==> config.mk <==
export PLATFORM = sky130hd
export DESIGN_NAME = amsc_device_flat
export DESIGN_NICKNAME = d
export VERILOG_FILES = /design/src/common/amsc_pkg.sv /design/src/common/amsc_link_if.sv /design/src/core/amsc_device.sv /design/src/flat_wrapper.sv
export SDC_FILE = /design/constraint.sdc
export NUM_CORES = 1
export LEC_CHECK = 0
export ABC_AREA = 1
export BUFFER_PORTS_ARGS = -buffer_cell sky130_fd_sc_hd__buf_2
export CAP_MARGIN = 20
export CORE_ASPECT_RATIO = 0.75
export CORE_MARGIN = 2
export CORE_UTILIZATION = 45
export DETAILED_ROUTE_END_ITERATION = 10
export SYNTH_ARGS = -nofsm -noshare
export SYNTH_HDL_FRONTEND = slang
export SYNTH_SLANG_ARGS = --single-unit
export TNS_END_PERCENT = 10
==> constraint.sdc <==
create_clock -name ref_clk -period 17.6 [get_ports ref_clk]
set_input_delay 0.88 -clock ref_clk [delete_from_list [all_inputs] [get_ports ref_clk]]
set_output_delay 0.88 -clock ref_clk [all_outputs]
set_load 0.05 [all_outputs]
==> src/common/amsc_pkg.sv <==
// constants shared by both ends of the amplifier state and modulation control
// What this block does
// - four selectable pwm phases, 45 degrees apart
// - phase register: phase number plus sync enable
// - host halts clock, sets phase, hi-z, restarts
// - phase aligns itself when audio clock starts
// - overtemp warning makes limiter cut digital gain
// - gain ramps back after warning clears
// - foldback depth, attack, release set by software
// - power-down low: regulators off, registers default
// - host rewrites configuration after shutdown before play
// - two-bit field selects four power states
// - deep sleep: analog supply off, core on
// - host wakes deep sleep via hi-z sequence twice
// - sleep keeps analog on; play code resumes
// - hi-z floats outputs only; play code resumes
// - modulation field selects one of three schemes
// - in-phase: duties mirror around fifty percent
// - single-side: idle near 14%, falling output grounded
// - hybrid adapts duty from level and supply value
// - host hybrid wake: safe mode, 2ms, hybrid, 15ms
// - reg 0x00 selects page, 0x7f on page 0 book
// - modulation code zero means in-phase
package amsc_pkg;
    // ------------------------------------------------------------
    // register offsets
    // ------------------------------------------------------------
    localparam logic [7:0] REG_PAGE = 8'h00;
    localparam logic [7:0] REG_MOD = 8'h02;
    localparam logic [7:0] REG_PSTATE = 8'h03;
    localparam logic [7:0] REG_GAIN = 8'h4c;
    localparam logic [7:0] REG_PHASE = 8'h6a;
    localparam logic [7:0] REG_FB_DEPTH = 8'h70;
    localparam logic [7:0] REG_FB_ATTACK = 8'h71;
    localparam logic [7:0] REG_FB_RELEASE = 8'h72;
    localparam logic [7:0] REG_SUPPLY = 8'h73;
    localparam logic [7:0] REG_GAIN_NOW = 8'h74;
    localparam logic [7:0] REG_BOOK = 8'h7f;
    // ------------------------------------------------------------
    // reset values and fields
    // ------------------------------------------------------------
    localparam logic [7:0] RST_ZERO = 8'h00;
    localparam logic [7:0] RST_GAIN = 8'h80;
    localparam logic [7:0] RST_FB_DEPTH = 8'h20;
    localparam logic [7:0] RST_FB_ATTACK = 8'h01;
    localparam logic [7:0] RST_FB_RELEASE = 8'h04;
    localparam logic [7:0] RST_SUPPLY = 8'h40;
    localparam logic [1:0] PS_DEEP = 2'h0;
    localparam logic [1:0] PS_SLEEP = 2'h1;
    localparam logic [1:0] PS_HIZ = 2'h2;
    localparam logic [1:0] PS_PLAY = 2'h3;
    localparam logic [1:0] MOD_IN_PHASE = 2'h0;
    localparam logic [1:0] MOD_SINGLE = 2'h1;
    localparam logic [1:0] MOD_HYBRID = 2'h2;
    localparam int PHASE_SYNC_BIT = 0;
    localparam int PHASE_LO = 2;
    // ------------------------------------------------------------
    // pwm and timing
    // ------------------------------------------------------------
    localparam logic [7:0] PHASE_STEP = 8'h20;
    localparam logic [8:0] DUTY_MID = 9'h080;
    localparam logic [8:0] DUTY_IDLE = 9'h024;
    localparam int GAIN_SHIFT = 7;
    localparam logic [7:0] RATE_UNIT = 8'h00;
    localparam int CLK_HZ = 50_000_000;
    localparam int DELAY_SHORT_MS = 2;
    localparam int DELAY_LONG_MS = 15;
    localparam int DELAY_SHORT_CYC = DELAY_SHORT_MS * (CLK_HZ / 1000);
    localparam int DELAY_LONG_CYC = DELAY_LONG_MS * (CLK_HZ / 1000);
    // ------------------------------------------------------------
    // host sequencer
    // ------------------------------------------------------------
    localparam logic [2:0] CMD_STARTUP = 3'h1;
    localparam logic [2:0] CMD_WAKE = 3'h2;
    localparam logic [2:0] CMD_HYBRID = 3'h3;
    localparam logic [2:0] CMD_RESTORE = 3'h4;
    localparam logic [2:0] CMD_READ = 3'h5;
    localparam logic [2:0] K_END = 3'h0;
    localparam logic [2:0] K_WRITE = 3'h1;
    localparam logic [2:0] K_WAIT_S = 3'h2;
    localparam logic [2:0] K_WAIT_L = 3'h3;
    localparam logic [2:0] K_CLK_OFF = 3'h4;
    localparam logic [2:0] K_CLK_ON = 3'h5;
    localparam logic [2:0] K_READ = 3'h6;
    localparam logic [7:0] APB_CTRL = 8'h00;
    localparam logic [7:0] APB_CFG = 8'h04;
    localparam logic [7:0] APB_CMD = 8'h08;
    localparam logic [7:0] APB_STATUS = 8'h0c;
    typedef enum logic [3:0] {
        HS_IDLE = 4'b0001,
        HS_RUN = 4'b0010,
        HS_DELAY = 4'b0100,
        HS_READ = 4'b1000
    } amsc_hstate_type;
endpackage

==> src/common/amsc_link_if.sv <==
// link between the host controller and the amplifier control logic
`timescale 1ns/100ps
interface amsc_link_if;
    logic pwr_down_n;
    logic audio_clk_run;
    logic wr_en;
    logic [7:0] wr_addr;
    logic [7:0] wr_data;
    logic rd_en;
    logic [7:0] rd_addr;
    logic [7:0] rd_data;
    logic rd_valid;
    modport device (
        input pwr_down_n, audio_clk_run, wr_en, wr_addr, wr_data, rd_en, rd_addr,
        output rd_data, rd_valid
    );
    modport host (
        output pwr_down_n, audio_clk_run, wr_en, wr_addr, wr_data, rd_en, rd_addr,
        input rd_data, rd_valid
    );
endinterface

==> src/core/amsc_device.sv <==
// amplifier end: registers, power states, foldback, phase sync, modulation
`timescale 1ns/100ps
module amsc_device (
    // clock and reset
    input wire logic ref_clk,
    input wire logic rst,
    // link to host
    amsc_link_if.device link,
    // protection and audio
    input wire logic overtemp_warning,
    input wire logic signed [7:0] audio_sample,
    // power stage
    output logic positive_output,
    output logic negative_output,
    output logic output_drive_en,
    output logic analog_ldo_en,
    output logic core_ldo_en,
    // status
    output logic [7:0] digital_gain_now,
    output logic phase_aligned
);
    import amsc_pkg::*;

    // ------------------------------------------------------------
    // register file
    // ------------------------------------------------------------
    logic [7:0] page, book, mod_ctrl, pstate_ctrl, phase_ctrl;
    logic [7:0] gain_set, fb_depth, fb_attack, fb_release, supply_val;
    logic [7:0] next_rd_data;

    // power-down acts like a reset on every register
    wire clr = rst | ~link.pwr_down_n;
    wire on_base = (page == RST_ZERO) && (book == RST_ZERO);
    wire wr_base = link.wr_en & on_base;
    wire wr_page = link.wr_en & (link.wr_addr == REG_PAGE);
    wire wr_book = link.wr_en & (page == RST_ZERO) & (link.wr_addr == REG_BOOK);
    wire wr_mod = wr_base & (link.wr_addr == REG_MOD);
    wire wr_pstate = wr_base & (link.wr_addr == REG_PSTATE);
    wire wr_phase = wr_base & (link.wr_addr == REG_PHASE);
    wire wr_gain = wr_base & (link.wr_addr == REG_GAIN);
    wire wr_depth = wr_base & (link.wr_addr == REG_FB_DEPTH);
    wire wr_attack = wr_base & (link.wr_addr == REG_FB_ATTACK);
    wire wr_release = wr_base & (link.wr_addr == REG_FB_RELEASE);
    wire wr_supply = wr_base & (link.wr_addr == REG_SUPPLY);

    always_ff @(posedge ref_clk) begin
        if (clr) begin
            page <= RST_ZERO;
            book <= RST_ZERO;
            mod_ctrl <= RST_ZERO;
            pstate_ctrl <= RST_ZERO;
            phase_ctrl <= RST_ZERO;
            gain_set <= RST_GAIN;
            fb_depth <= RST_FB_DEPTH;
            fb_attack <= RST_FB_ATTACK;
            fb_release <= RST_FB_RELEASE;
            supply_val <= RST_SUPPLY;
        end else begin
            if (wr_page) page <= link.wr_data;
            if (wr_book) book <= link.wr_data;
            if (wr_mod) mod_ctrl <= link.wr_data;
            if (wr_pstate) pstate_ctrl <= link.wr_data;
            if (wr_phase) phase_ctrl <= link.wr_data;
            if (wr_gain) gain_set <= link.wr_data;
            if (wr_depth) fb_depth <= link.wr_data;
            if (wr_attack) fb_attack <= link.wr_data;
            if (wr_release) fb_release <= link.wr_data;
            if (wr_supply) supply_val <= link.wr_data;
        end
    end

    // reads outside book 0 page 0 return only page, and book while page is 0
    always_comb begin
        next_rd_data = RST_ZERO;
        if (link.rd_addr == REG_PAGE) next_rd_data = page;
        else if (link.rd_addr == REG_BOOK && page == RST_ZERO) next_rd_data = book;
        else if (on_base) begin
            case (link.rd_addr)
                REG_MOD: next_rd_data = mod_ctrl;
                REG_PSTATE: next_rd_data = pstate_ctrl;
                REG_PHASE: next_rd_data = phase_ctrl;
                REG_GAIN: next_rd_data = gain_set;
                REG_FB_DEPTH: next_rd_data = fb_depth;
                REG_FB_ATTACK: next_rd_data = fb_attack;
                REG_FB_RELEASE: next_rd_data = fb_release;
                REG_SUPPLY: next_rd_data = supply_val;
                REG_GAIN_NOW: next_rd_data = digital_gain_now;
                default: next_rd_data = RST_ZERO;
            endcase
        end
    end

    always_ff @(posedge ref_clk) begin
        if (clr) begin
            link.rd_data <= RST_ZERO;
            link.rd_valid <= 1'b0;
        end else begin
            link.rd_data <= next_rd_data;
            link.rd_valid <= link.rd_en;
        end
    end

    // ------------------------------------------------------------
    // power states
    // ------------------------------------------------------------
    wire [1:0] pstate = pstate_ctrl[1:0];

    always_ff @(posedge ref_clk) begin
        if (rst) begin
            output_drive_en <= 1'b0;
            analog_ldo_en <= 1'b0;
            core_ldo_en <= 1'b0;
        end else begin
            core_ldo_en <= link.pwr_down_n;
            analog_ldo_en <= link.pwr_down_n & (pstate != PS_DEEP);
            // outside play the drivers float, and deep sleep also drops the analog supply; the core keeps running
            output_drive_en <= link.pwr_down_n & (pstate == PS_PLAY);
        end
    end

    // ------------------------------------------------------------
    // thermal foldback
    // ------------------------------------------------------------
    logic [15:0] ramp_cnt;
    wire [7:0] fold_gain = (gain_set > fb_depth) ? gain_set - fb_depth : RST_ZERO;
    wire [7:0] gain_target = overtemp_warning ? fold_gain : gain_set;
    wire [7:0] ramp_rate = overtemp_warning ? fb_attack : fb_release;
    wire [15:0] ramp_len = {ramp_rate, RATE_UNIT};
    wire ramp_tick = (ramp_cnt >= ramp_len);

    // one gain step per rate interval, so recovery is gradual
    always_ff @(posedge ref_clk) begin
        if (clr) begin
            ramp_cnt <= 16'h0000;
            digital_gain_now <= RST_GAIN;
        end else if (digital_gain_now == gain_target) begin
            ramp_cnt <= 16'h0000;
        end else if (ramp_tick) begin
            ramp_cnt <= 16'h0000;
            if (digital_gain_now > gain_target)
                digital_gain_now <= digital_gain_now - 8'h01;
            else
                digital_gain_now <= digital_gain_now + 8'h01;
        end else begin
            ramp_cnt <= ramp_cnt + 16'h0001;
        end
    end

    // ------------------------------------------------------------
    // pwm carrier and phase sync
    // ------------------------------------------------------------
    logic [7:0] pwm_cnt;
    logic clk_run_d;
    wire [1:0] phase_sel = phase_ctrl[PHASE_LO +: 2];
    wire sync_en = phase_ctrl[PHASE_SYNC_BIT];
    wire [7:0] phase_offset = 8'(phase_sel * PHASE_STEP);
    wire clk_start = link.audio_clk_run & ~clk_run_d;

    always_ff @(posedge ref_clk) begin
        if (clr) begin
            clk_run_d <= 1'b0;
            pwm_cnt <= 8'h00;
            phase_aligned <= 1'b0;
        end else begin
            clk_run_d <= link.audio_clk_run;
            if (clk_start && sync_en) begin
                pwm_cnt <= phase_offset;
                phase_aligned <= 1'b1;
            end else begin
                if (link.audio_clk_run) pwm_cnt <= pwm_cnt + 8'h01;
                // a new phase choice needs a fresh clock start to take hold
                if (wr_phase) phase_aligned <= 1'b0;
            end
        end
    end

    // ------------------------------------------------------------
    // modulation
    // ------------------------------------------------------------
    wire signed [16:0] prod = audio_sample * $signed({1'b0, digital_gain_now});
    wire signed [9:0] scaled = prod[16:GAIN_SHIFT];
    wire signed [9:0] lvl_hi = 10'sd127;
    wire signed [9:0] lvl_lo = -10'sd127;
    wire signed [9:0] level = (scaled > lvl_hi) ? lvl_hi : (scaled < lvl_lo) ? lvl_lo : scaled;
    wire [8:0] mag = level[9] ? 9'(-level) : 9'(level);
    wire signed [10:0] ip_p = $signed({2'b00, DUTY_MID}) + 11'(level);
    wire signed [10:0] ip_n = $signed({2'b00, DUTY_MID}) - 11'(level);
    wire signed [10:0] ss_p = $signed({2'b00, DUTY_IDLE}) + 11'(level);
    wire signed [10:0] ss_n = $signed({2'b00, DUTY_IDLE}) - 11'(level);
    // the falling side clamps to zero, i.e. rails to ground
    wire [8:0] ss_p_c = ss_p[10] ? 9'h000 : ss_p[8:0];
    wire [8:0] ss_n_c = ss_n[10] ? 9'h000 : ss_n[8:0];
    // small signals run single-side, large ones in-phase
    wire hyb_small = (mag < {1'b0, supply_val});
    wire [1:0] mod_sel = mod_ctrl[1:0];
    wire use_single = (mod_sel == MOD_SINGLE) || (mod_sel == MOD_HYBRID && hyb_small);
    wire [8:0] duty_p = use_single ? ss_p_c : ip_p[8:0];
    wire [8:0] duty_n = use_single ? ss_n_c : ip_n[8:0];

    always_ff @(posedge ref_clk) begin
        if (clr) begin
            positive_output <= 1'b0;
            negative_output <= 1'b0;
        end else begin
            positive_output <= output_drive_en & link.audio_clk_run & ({1'b0, pwm_cnt} < duty_p);
            negative_output <= output_drive_en & link.audio_clk_run & ({1'b0, pwm_cnt} < duty_n);
        end
    end
endmodule

==> src/flat_wrapper.sv <==
// flat-port wrapper written by rule: the top's interface ports become plain ports
module amsc_device_flat import amsc_pkg::*;
  (ref_clk, rst, overtemp_warning, audio_sample, positive_output, negative_output, output_drive_en, analog_ldo_en, core_ldo_en, digital_gain_now, phase_aligned, link_pwr_down_n, link_audio_clk_run, link_wr_en, link_wr_addr, link_wr_data, link_rd_en, link_rd_addr, link_rd_data, link_rd_valid);
  amsc_link_if link_i ();
  input wire logic ref_clk;
  input wire logic rst;
  input wire logic overtemp_warning;
  input wire logic signed [7:0] audio_sample;
  output logic positive_output;
  output logic negative_output;
  output logic output_drive_en;
  output logic analog_ldo_en;
  output logic core_ldo_en;
  output logic [7:0] digital_gain_now;
  output logic phase_aligned;
  input wire logic [$bits(link_i.pwr_down_n)-1:0] link_pwr_down_n;
  input wire logic [$bits(link_i.audio_clk_run)-1:0] link_audio_clk_run;
  input wire logic [$bits(link_i.wr_en)-1:0] link_wr_en;
  input wire logic [$bits(link_i.wr_addr)-1:0] link_wr_addr;
  input wire logic [$bits(link_i.wr_data)-1:0] link_wr_data;
  input wire logic [$bits(link_i.rd_en)-1:0] link_rd_en;
  input wire logic [$bits(link_i.rd_addr)-1:0] link_rd_addr;
  output wire logic [$bits(link_i.rd_data)-1:0] link_rd_data;
  output wire logic [$bits(link_i.rd_valid)-1:0] link_rd_valid;
  assign link_i.pwr_down_n = link_pwr_down_n;
  assign link_i.audio_clk_run = link_audio_clk_run;
  assign link_i.wr_en = link_wr_en;
  assign link_i.wr_addr = link_wr_addr;
  assign link_i.wr_data = link_wr_data;
  assign link_i.rd_en = link_rd_en;
  assign link_i.rd_addr = link_rd_addr;
  assign link_rd_data = link_i.rd_data;
  assign link_rd_valid = link_i.rd_valid;
  amsc_device u_core (.ref_clk(ref_clk), .rst(rst), .link(link_i), .overtemp_warning(overtemp_warning), .audio_sample(audio_sample), .positive_output(positive_output), .negative_output(negative_output), .output_drive_en(output_drive_en), .analog_ldo_en(analog_ldo_en), .core_ldo_en(core_ldo_en), .digital_gain_now(digital_gain_now), .phase_aligned(phase_aligned));
endmodule
==> impl_metrics.py, run 1 <==
metrics = {
    "global_route": {
        "met1_usage_pct": 37.7,
        "grt_use_met2_pct": 36.8,
        "grt_max_degree": 49,
        "grtUsageTotal_pct": 25.2,
        "antenna_found_initial": 0,
        "use_met3_pct": 5.42,
        "busiest_layer": "met1",
        "grt_pass1_vias": 8810,
        "grt_pass1_wl_um": 46700,
        "gr-total-overflow": 0,
    },
    "sta": {
        "whs_ps": 464,
        "final.setup_skew_ps": 12.5,
        "post-route-period-util_pct": 47.8,
        "slew_viol_final": 0,
        "max-slew-margin-rel_pct": 26.3,
        "finalHoldViolCount": 0,
        "fmax_mhz": 119,
        "worst_slew_pin_slew_ps": 1090,
        "setup_tns_ps": 0,
        "finalSetupViolCount": 0,
        "period_needed_ps": 8420,
        "rsz0062_at_grt": "false",
    },
    "place": {
        "numPortBuffers": 61,
        "dp_hpwl_um": 22400,
        "place.gp.congestion": 0.926,
        "postPlaceCellArea_sq_um": 10600,
    },
    "cts": {
        "cts-resized-gates": 0,
        "path_clk_slew_ps": 60,
        "clkSinkCount": 128,
        "cts_made_buffers": 17,
        "cts_root_buffer": "clkbuf_16",
        "cts_hold_buf": 0,
        "cts_tree": "done",
        "clk_path_buf_depth": 2,
        "post_cts_buffers": 0,
        "htree_num_levels": 4,
        "insertion_delay_ps": 430,
    },
    "power_and_ir_drop": {
        "p_clk_share_pct": 39.9,
        "pwr-share-comb_pct": 26.4,
        "leakage_uw": 0.00540,
        "p_total_uw": 871,
        "powerDensity_nw_per_um2": 77.7,
        "p_seq_share_pct": 33.6,
        "p_int_uw": 577,
        "power_switching_share_pct": 33.8,
        "p_switching_uw": 295,
        "ir_drop_mv": 0.0592,
    },
    "detailed_routing": {
        "wl_um": 28500,
        "drt_iter0_drc": 830,
        "final_antenna_net_count": 0,
        "drc": 0,
        "wl_per_cell_um": 16.1,
        "vias": 9373,
        "viasPerCell": 5.28,
        "first_pass_iters": 6,
    },
    "floorplan": {
        "num_rows": 47,
        "die_h_um": 133,
        "die-area_sq_um": 23600,
        "core_area_sq_um": 22000,
        "die_w_um": 177,
        "start_util_pct": 45.7,
        "pin_count": 62,
    },
    "worst_setup_path": {
        "critPathMaxFanout": 18,
        "path_class": "flop to flop",
        "crit_top_cell": "nand2_1",
        "cp-end-kind": "flop",
        "slowest_stage": "dfxtp_1",
        "cp.arrival_ps": 8790,
        "cp_slowest_stage_delay_ps": 570,
        "cp_top_family": "adder cells",
        "path_buf_inv": 7,
        "startpoint_type": "flop",
        "crit_required_ps": 17970,
    },
    "synthesis": {
        "synth_top_area_cell": "dfxtp_1",
        "avgSynthCellArea_sq_um": 7.07,
        "ys.flop_type": "dfxtp_1",
        "ys_warn_count": 0,
        "ys_ff_latch": 128,
        "ys_seq_area_share_pct": 25.5,
        "ys_top_cells_by_area": "dfxtp_1 (26%), ha_1 (12%), inv_1 (9.2%)",
        "synth-edff-count": 0,
        "synth_common_cells": "inv_1 (247), nand2_1 (240), nor2_1 (157), dfxtp_1 (128), ha_1 (98)",
        "netlist_area_sq_um": 10000,
        "ys_types": 57,
        "synth.most_common_cell": "inv_1",
        "syn_nets": 1595,
        "syn_inst": 1421,
        "synth_top_area_share_pct": 25.5,
        "async_reset_ff_share_pct": 0,
    },
    "final_layout": {
        "drive_above_1_share_pct": 10.1,
        "design_area_sq_um": 11200,
        "final_nets": 1641,
        "antennaDiodeCount": 0,
        "area_growth_pct": 11.5,
    },
    "job": {
        "max_cap_violations": 0,
    },
    "min_path": {
        "hp-class": "flop to flop",
    },
    "outcome": {
        "outcome": "completed",
    },
}
==> cell type report <==
| cell class | count | area [sq um] |
|---|---|---|
| flip-flops and latches | 128 | 2560 |
| well taps | 294 | 368 |
| clock buffers | 21 | 480 |
| fillers | 2233 | 10800 |
| multi-input cells | 995 | 6360 |
| inverters | 256 | 966 |
| repair buffers | 69 | 365 |
| clock inverters | 11 | 106 |
==> power by group through the flow <==
stage,registers (uW),logic [uW],clock network [uW]
2_1_floorplan,300,170,0
4_1_cts,293,229,352
3_5_place_dp,299,228,0
3_3_place_gp,299,228,0
5_1_grt,293,262,365
6_report,293,230,348
==> worst min-delay path, delay by kind of cell (launching register included) <==
kind / cells / cell delay [ps]
DFF: 1 / 300
and+or+nand+nor: 1 / 60
AOI/OAI and AO/OA: 1 / 60
==> logic make-up after synthesis <==
kind of cell | Yosys count | share of synthesized area (%)
buffers and inverters | 298 | 11.3
AO/OA/AOI/OAI | 279 | 16.9
AND/OR/NAND/NOR | 553 | 24.2
adder cells (fa/ha/maj) | 135 | 19.6
other | 1 | 0.0373
multiplexers | 1 | 0.0996
flip-flops | 128 | 25.5
XOR/XNOR | 26 | 2.34
==> sequential cells by signal, indices dropped and copies added (netlist names), 8 cells and up <==
name and flops:
u_core.ramp_cnt 16, u_core.book 8, u_core.digital_gain_now 8, u_core.fb_attack 8, u_core.fb_depth 8, u_core.fb_release 8
u_core.gain_set 8, u_core.link.rd_data 8, u_core.mod_ctrl 8, u_core.page 8, u_core.phase_ctrl 8, u_core.pstate_ctrl 8
u_core.pwm_cnt 8, u_core.supply_val 8
==> routing by layer <==
metal  vias up  share of wire [%]
met1      4293                 50
met5         -                  0
li1       4771                  -
met4         0                1.3
met3        30                6.9
met2       279                 42
==> cells in the final DEF, fill, tap and decap left out, types with 5 or more instances in the layout <==
cell       count
o22ai_1        8
clkbuf_16     17
nand2_1      240
o211ai_1       6
inv_1        247
nor4_1        11
nand3_1       60
nor2_2         5
nor3_1        22
o21bai_1       5
nand2_2       14
nor3b_1        5
nand2_4        7
o21ai_0       73
nor2_1       156
fa_1          37
dfxtp_1      128
a21oi_1       94
xnor2_1        6
a221oi_1      15
nand4_1       16
xor2_1        19
ha_1          98
buf_2         61
a211oi_1      50
inv_2          6
buf_4          8
==> metrics by stage <==
step	util, %	setup WS, ps	cells
final	51.0	9180	1774
after global routing	51.0	8540	1774
after CTS	51.0	9240	1774
after detailed placement	48.3	8920	1742
after global placement	48.3	9080	1742
after floorplan	-	9750	1421
==> worst paths after layout <==
path | start | end | slack [ps] | cells past startpoint
max reg2reg | u_core.digital_gain_now[0] | u_core.positive_output | 9180 | 42
min reg2reg | u_core.ramp_cnt[7] | u_core.ramp_cnt[7] | 460 | 2
min | u_core.ramp_cnt[7] | u_core.ramp_cnt[7] | 460 | 2
max | u_core.digital_gain_now[0] | u_core.positive_output | 9180 | 42
Note: power is estimated with default switching activity, not from simulation.
==> inputs of run 2 (changes only) <==
Settings changed: ABC_AREA 1 to 0.
Clock period 17.6 ns to 7.6 ns, I/O delays scaled along.
==> impl_metrics.py, run 2 <==
metrics = {
    "synthesis": {
        "netlist_area_sq_um": 10200,
        "synth-edff-count": 0,
        "ys_top_cells_by_area": "dfxtp_1 (25%), ha_1 (12%), mux2i_1 (8.8%)",
        "syn_inst": 1213,
        "ys_warn_count": 0,
        "ys_types": 74,
        "synth_top_area_cell": "dfxtp_1",
        "avgSynthCellArea_sq_um": 8.39,
        "synth.most_common_cell": "nor2_1",
        "syn_nets": 1387,
        "ys_seq_area_share_pct": 25.2,
        "ys.flop_type": "dfxtp_1",
        "async_reset_ff_share_pct": 0,
        "synth_common_cells": "nor2_1 (164), dfxtp_1 (128), ha_1 (98), mux2i_1 (90), inv_1 (81)",
        "synth_top_area_share_pct": 25.2,
        "ys_ff_latch": 128,
    },
    "worst_setup_path": {
        "path_class": "flop to flop",
        "cp_slowest_stage_delay_ps": 520,
        "startpoint_type": "flop",
        "cp_top_family": "compound AO/OA/AOI/OAI gates",
        "crit_required_ps": 7930,
        "r2r-start": "u_core.digital_gain_now[7]",
        "path_buf_inv": 4,
        "cp.arrival_ps": 8500,
        "critPathMaxFanout": 5,
        "rrSetupSlack_ps": -570,
        "worst_r2r_path_depth": 37,
        "slowest_stage": "fa_1",
        "cp-startpoint": "u_core.digital_gain_now[7]",
        "rr_endpoint": "u_core.negative_output",
        "cp-end-kind": "flop",
    },
    "final_layout": {
        "largest_reg_flops": 16,
        "final-seq-area_sq_um": 2590,
        "layout_common_cells": "nor2_1 (160), buf_4 (125), dfxtp_1 (120)",
        "multi_input_area_sq_um": 7330,
        "antennaDiodeCount": 0,
        "top_register": "u_core.ramp_cnt",
        "final_util_pct": 56.5,
        "fillers": 2085,
        "final_common_cell": "nor2_1",
        "drive_above_1_share_pct": 21.5,
        "area_growth_pct": 22.7,
        "final_nets": 1548,
    },
    "detailed_routing": {
        "wl_per_cell_um": 16.8,
        "final_antenna_net_count": 0,
        "wl_um": 28200,
        "first_pass_iters": 6,
        "vias": 9316,
        "viasPerCell": 5.55,
        "drc": 0,
        "drt_iter0_drc": 633,
    },
    "power_and_ir_drop": {
        "pwr-share-comb_pct": 46.9,
        "leakage_uw": 0.00566,
        "ir_drop_mv": 0.159,
        "p_total_uw": 2760,
        "p_clk_share_pct": 28.4,
        "power_switching_share_pct": 36.8,
        "powerDensity_nw_per_um2": 221,
        "p_int_uw": 1740,
        "p_switching_uw": 1010,
        "p_seq_share_pct": 24.7,
    },
    "floorplan": {
        "die-area_sq_um": 23900,
        "pin_count": 62,
        "num_rows": 47,
        "die_w_um": 178,
        "core_area_sq_um": 22100,
        "start_util_pct": 46.1,
        "die_h_um": 134,
    },
    "global_route": {
        "grt_pass1_wl_um": 45900,
        "grtUsageTotal_pct": 24.2,
        "grt_max_degree": 93,
        "antenna_found_initial": 0,
        "gr-total-overflow": 0,
        "grt_pass1_vias": 8776,
    },
    "min_path": {
        "hold_end": "u_core.link.rd_valid",
        "hp-class": "primary input to flop",
        "min_path_cells": 2,
        "min-delay-start": "link_rd_en",
    },
    "outcome": {
        "outcome": "finished with violations",
        "violations": "negative setup slack",
    },
    "sta": {
        "finalSetupViolCount": 2,
        "rsz0062_at_grt": "true",
        "worst_slew_pin_slew_ps": 1140,
        "fmax_mhz": 122,
        "fin_ws_ps": -572,
        "max-slew-margin-rel_pct": 23.4,
        "final.setup_skew_ps": 12.7,
        "finalHoldViolCount": 0,
        "post-route-period-util_pct": 108,
        "slew_viol_final": 0,
        "period_needed_ps": 8170,
        "setup_tns_ps": -1130,
        "whs_ps": 159,
    },
    "cts": {
        "cts_hold_buf": 0,
        "cts_tree": "done",
        "path_clk_slew_ps": 70,
        "htree_num_levels": 4,
        "cts_root_buffer": "clkbuf_16",
        "cts_made_buffers": 17,
        "insertion_delay_ps": 420,
        "clk_path_buf_depth": 2,
        "clkSinkCount": 128,
    },
    "job": {
        "max_cap_violations": 0,
    },
    "place": {
        "dp_hpwl_um": 21500,
        "place.gp.congestion": 0.858,
        "numPortBuffers": 61,
    },
}
run 2: cell families (layout without fill, tap and decap cells):
group | Yosys count | in the layout | share of synthesized area [%]
simple gates | 427 | 427 | 20.3
other cells | 1 | 1 | 0.0368
buf+inv | 134 | 306 | 5.15
fa+ha+maj | 135 | 135 | 19.3
mux | 92 | 92 | 9.07
xor+xnor | 47 | 47 | 4.12
flops | 128 | 128 | 25.2
compound gates | 249 | 250 | 16.8
run 2: power groups by stage:
stage	registers, uW	logic [uW]	clock network, uW
final	681	1290	783
after detailed placement	695	1230	0
after CTS	680	1250	796
after global placement	695	1220	0
after global routing	681	1430	826
after floorplan	704	743	0
run 2: metal layers:
metal | routed length [um] | share of wire (%) | vias up | track usage (%)
li1 | - | - | 4610 | -
met1 | 13900 | 49 | 4413 | 35.1
met2 | 12400 | 44 | 255 | 37.7
met3 | 1490 | 5.3 | 38 | 3.85
met4 | 443 | 1.6 | 0 | 5.69
met5 | 0 | 0 | - | 0
run 2: worst max path at each step:
stage,end,slack [ps],cells after the start
floorplan,u_core.negative_output,-650,43
global placement,u_core.negative_output,-800,40
detailed placement,u_core.negative_output,-910,40
CTS,u_core.negative_output,-610,38
global route,u_core.negative_output,-1100,38
finish,u_core.negative_output,-570,37
run 2: what timing repair did:
| action | 4_1_cts | 5_1_grt |
|---|---|---|
| cloned | 0 | 1 |
| pin swaps | 27 | 23 |
| resized for setup | 8 | 22 |
| setup endpoints to repair | 2 | 2 |
| setup buffers | 6 | 2 |
run 2: metrics by stage:
step / std cells / cell area, sq um / setup WS [ps]
2_1_floorplan: 1213 / 10400 / -653
3_3_place_gp: 1638 / 11700 / -796
3_5_place_dp: 1638 / 11700 / -908
4_1_cts: 1675 / 12300 / -608
5_1_grt: 1680 / 12500 / -1100
6_report: 1680 / 12500 / -572
run 2: final cells by class:
| class | instances | share of cell area (%) |
|---|---|---|
| clock buffer | 19 | 3.64 |
| clock inverter | 12 | 0.891 |
| inverter | 82 | 2.46 |
| multi-input combinational | 952 | 58.7 |
| sequential | 128 | 20.8 |
| tap | 294 | 2.94 |
| timing repair buffer | 193 | 10.6 |
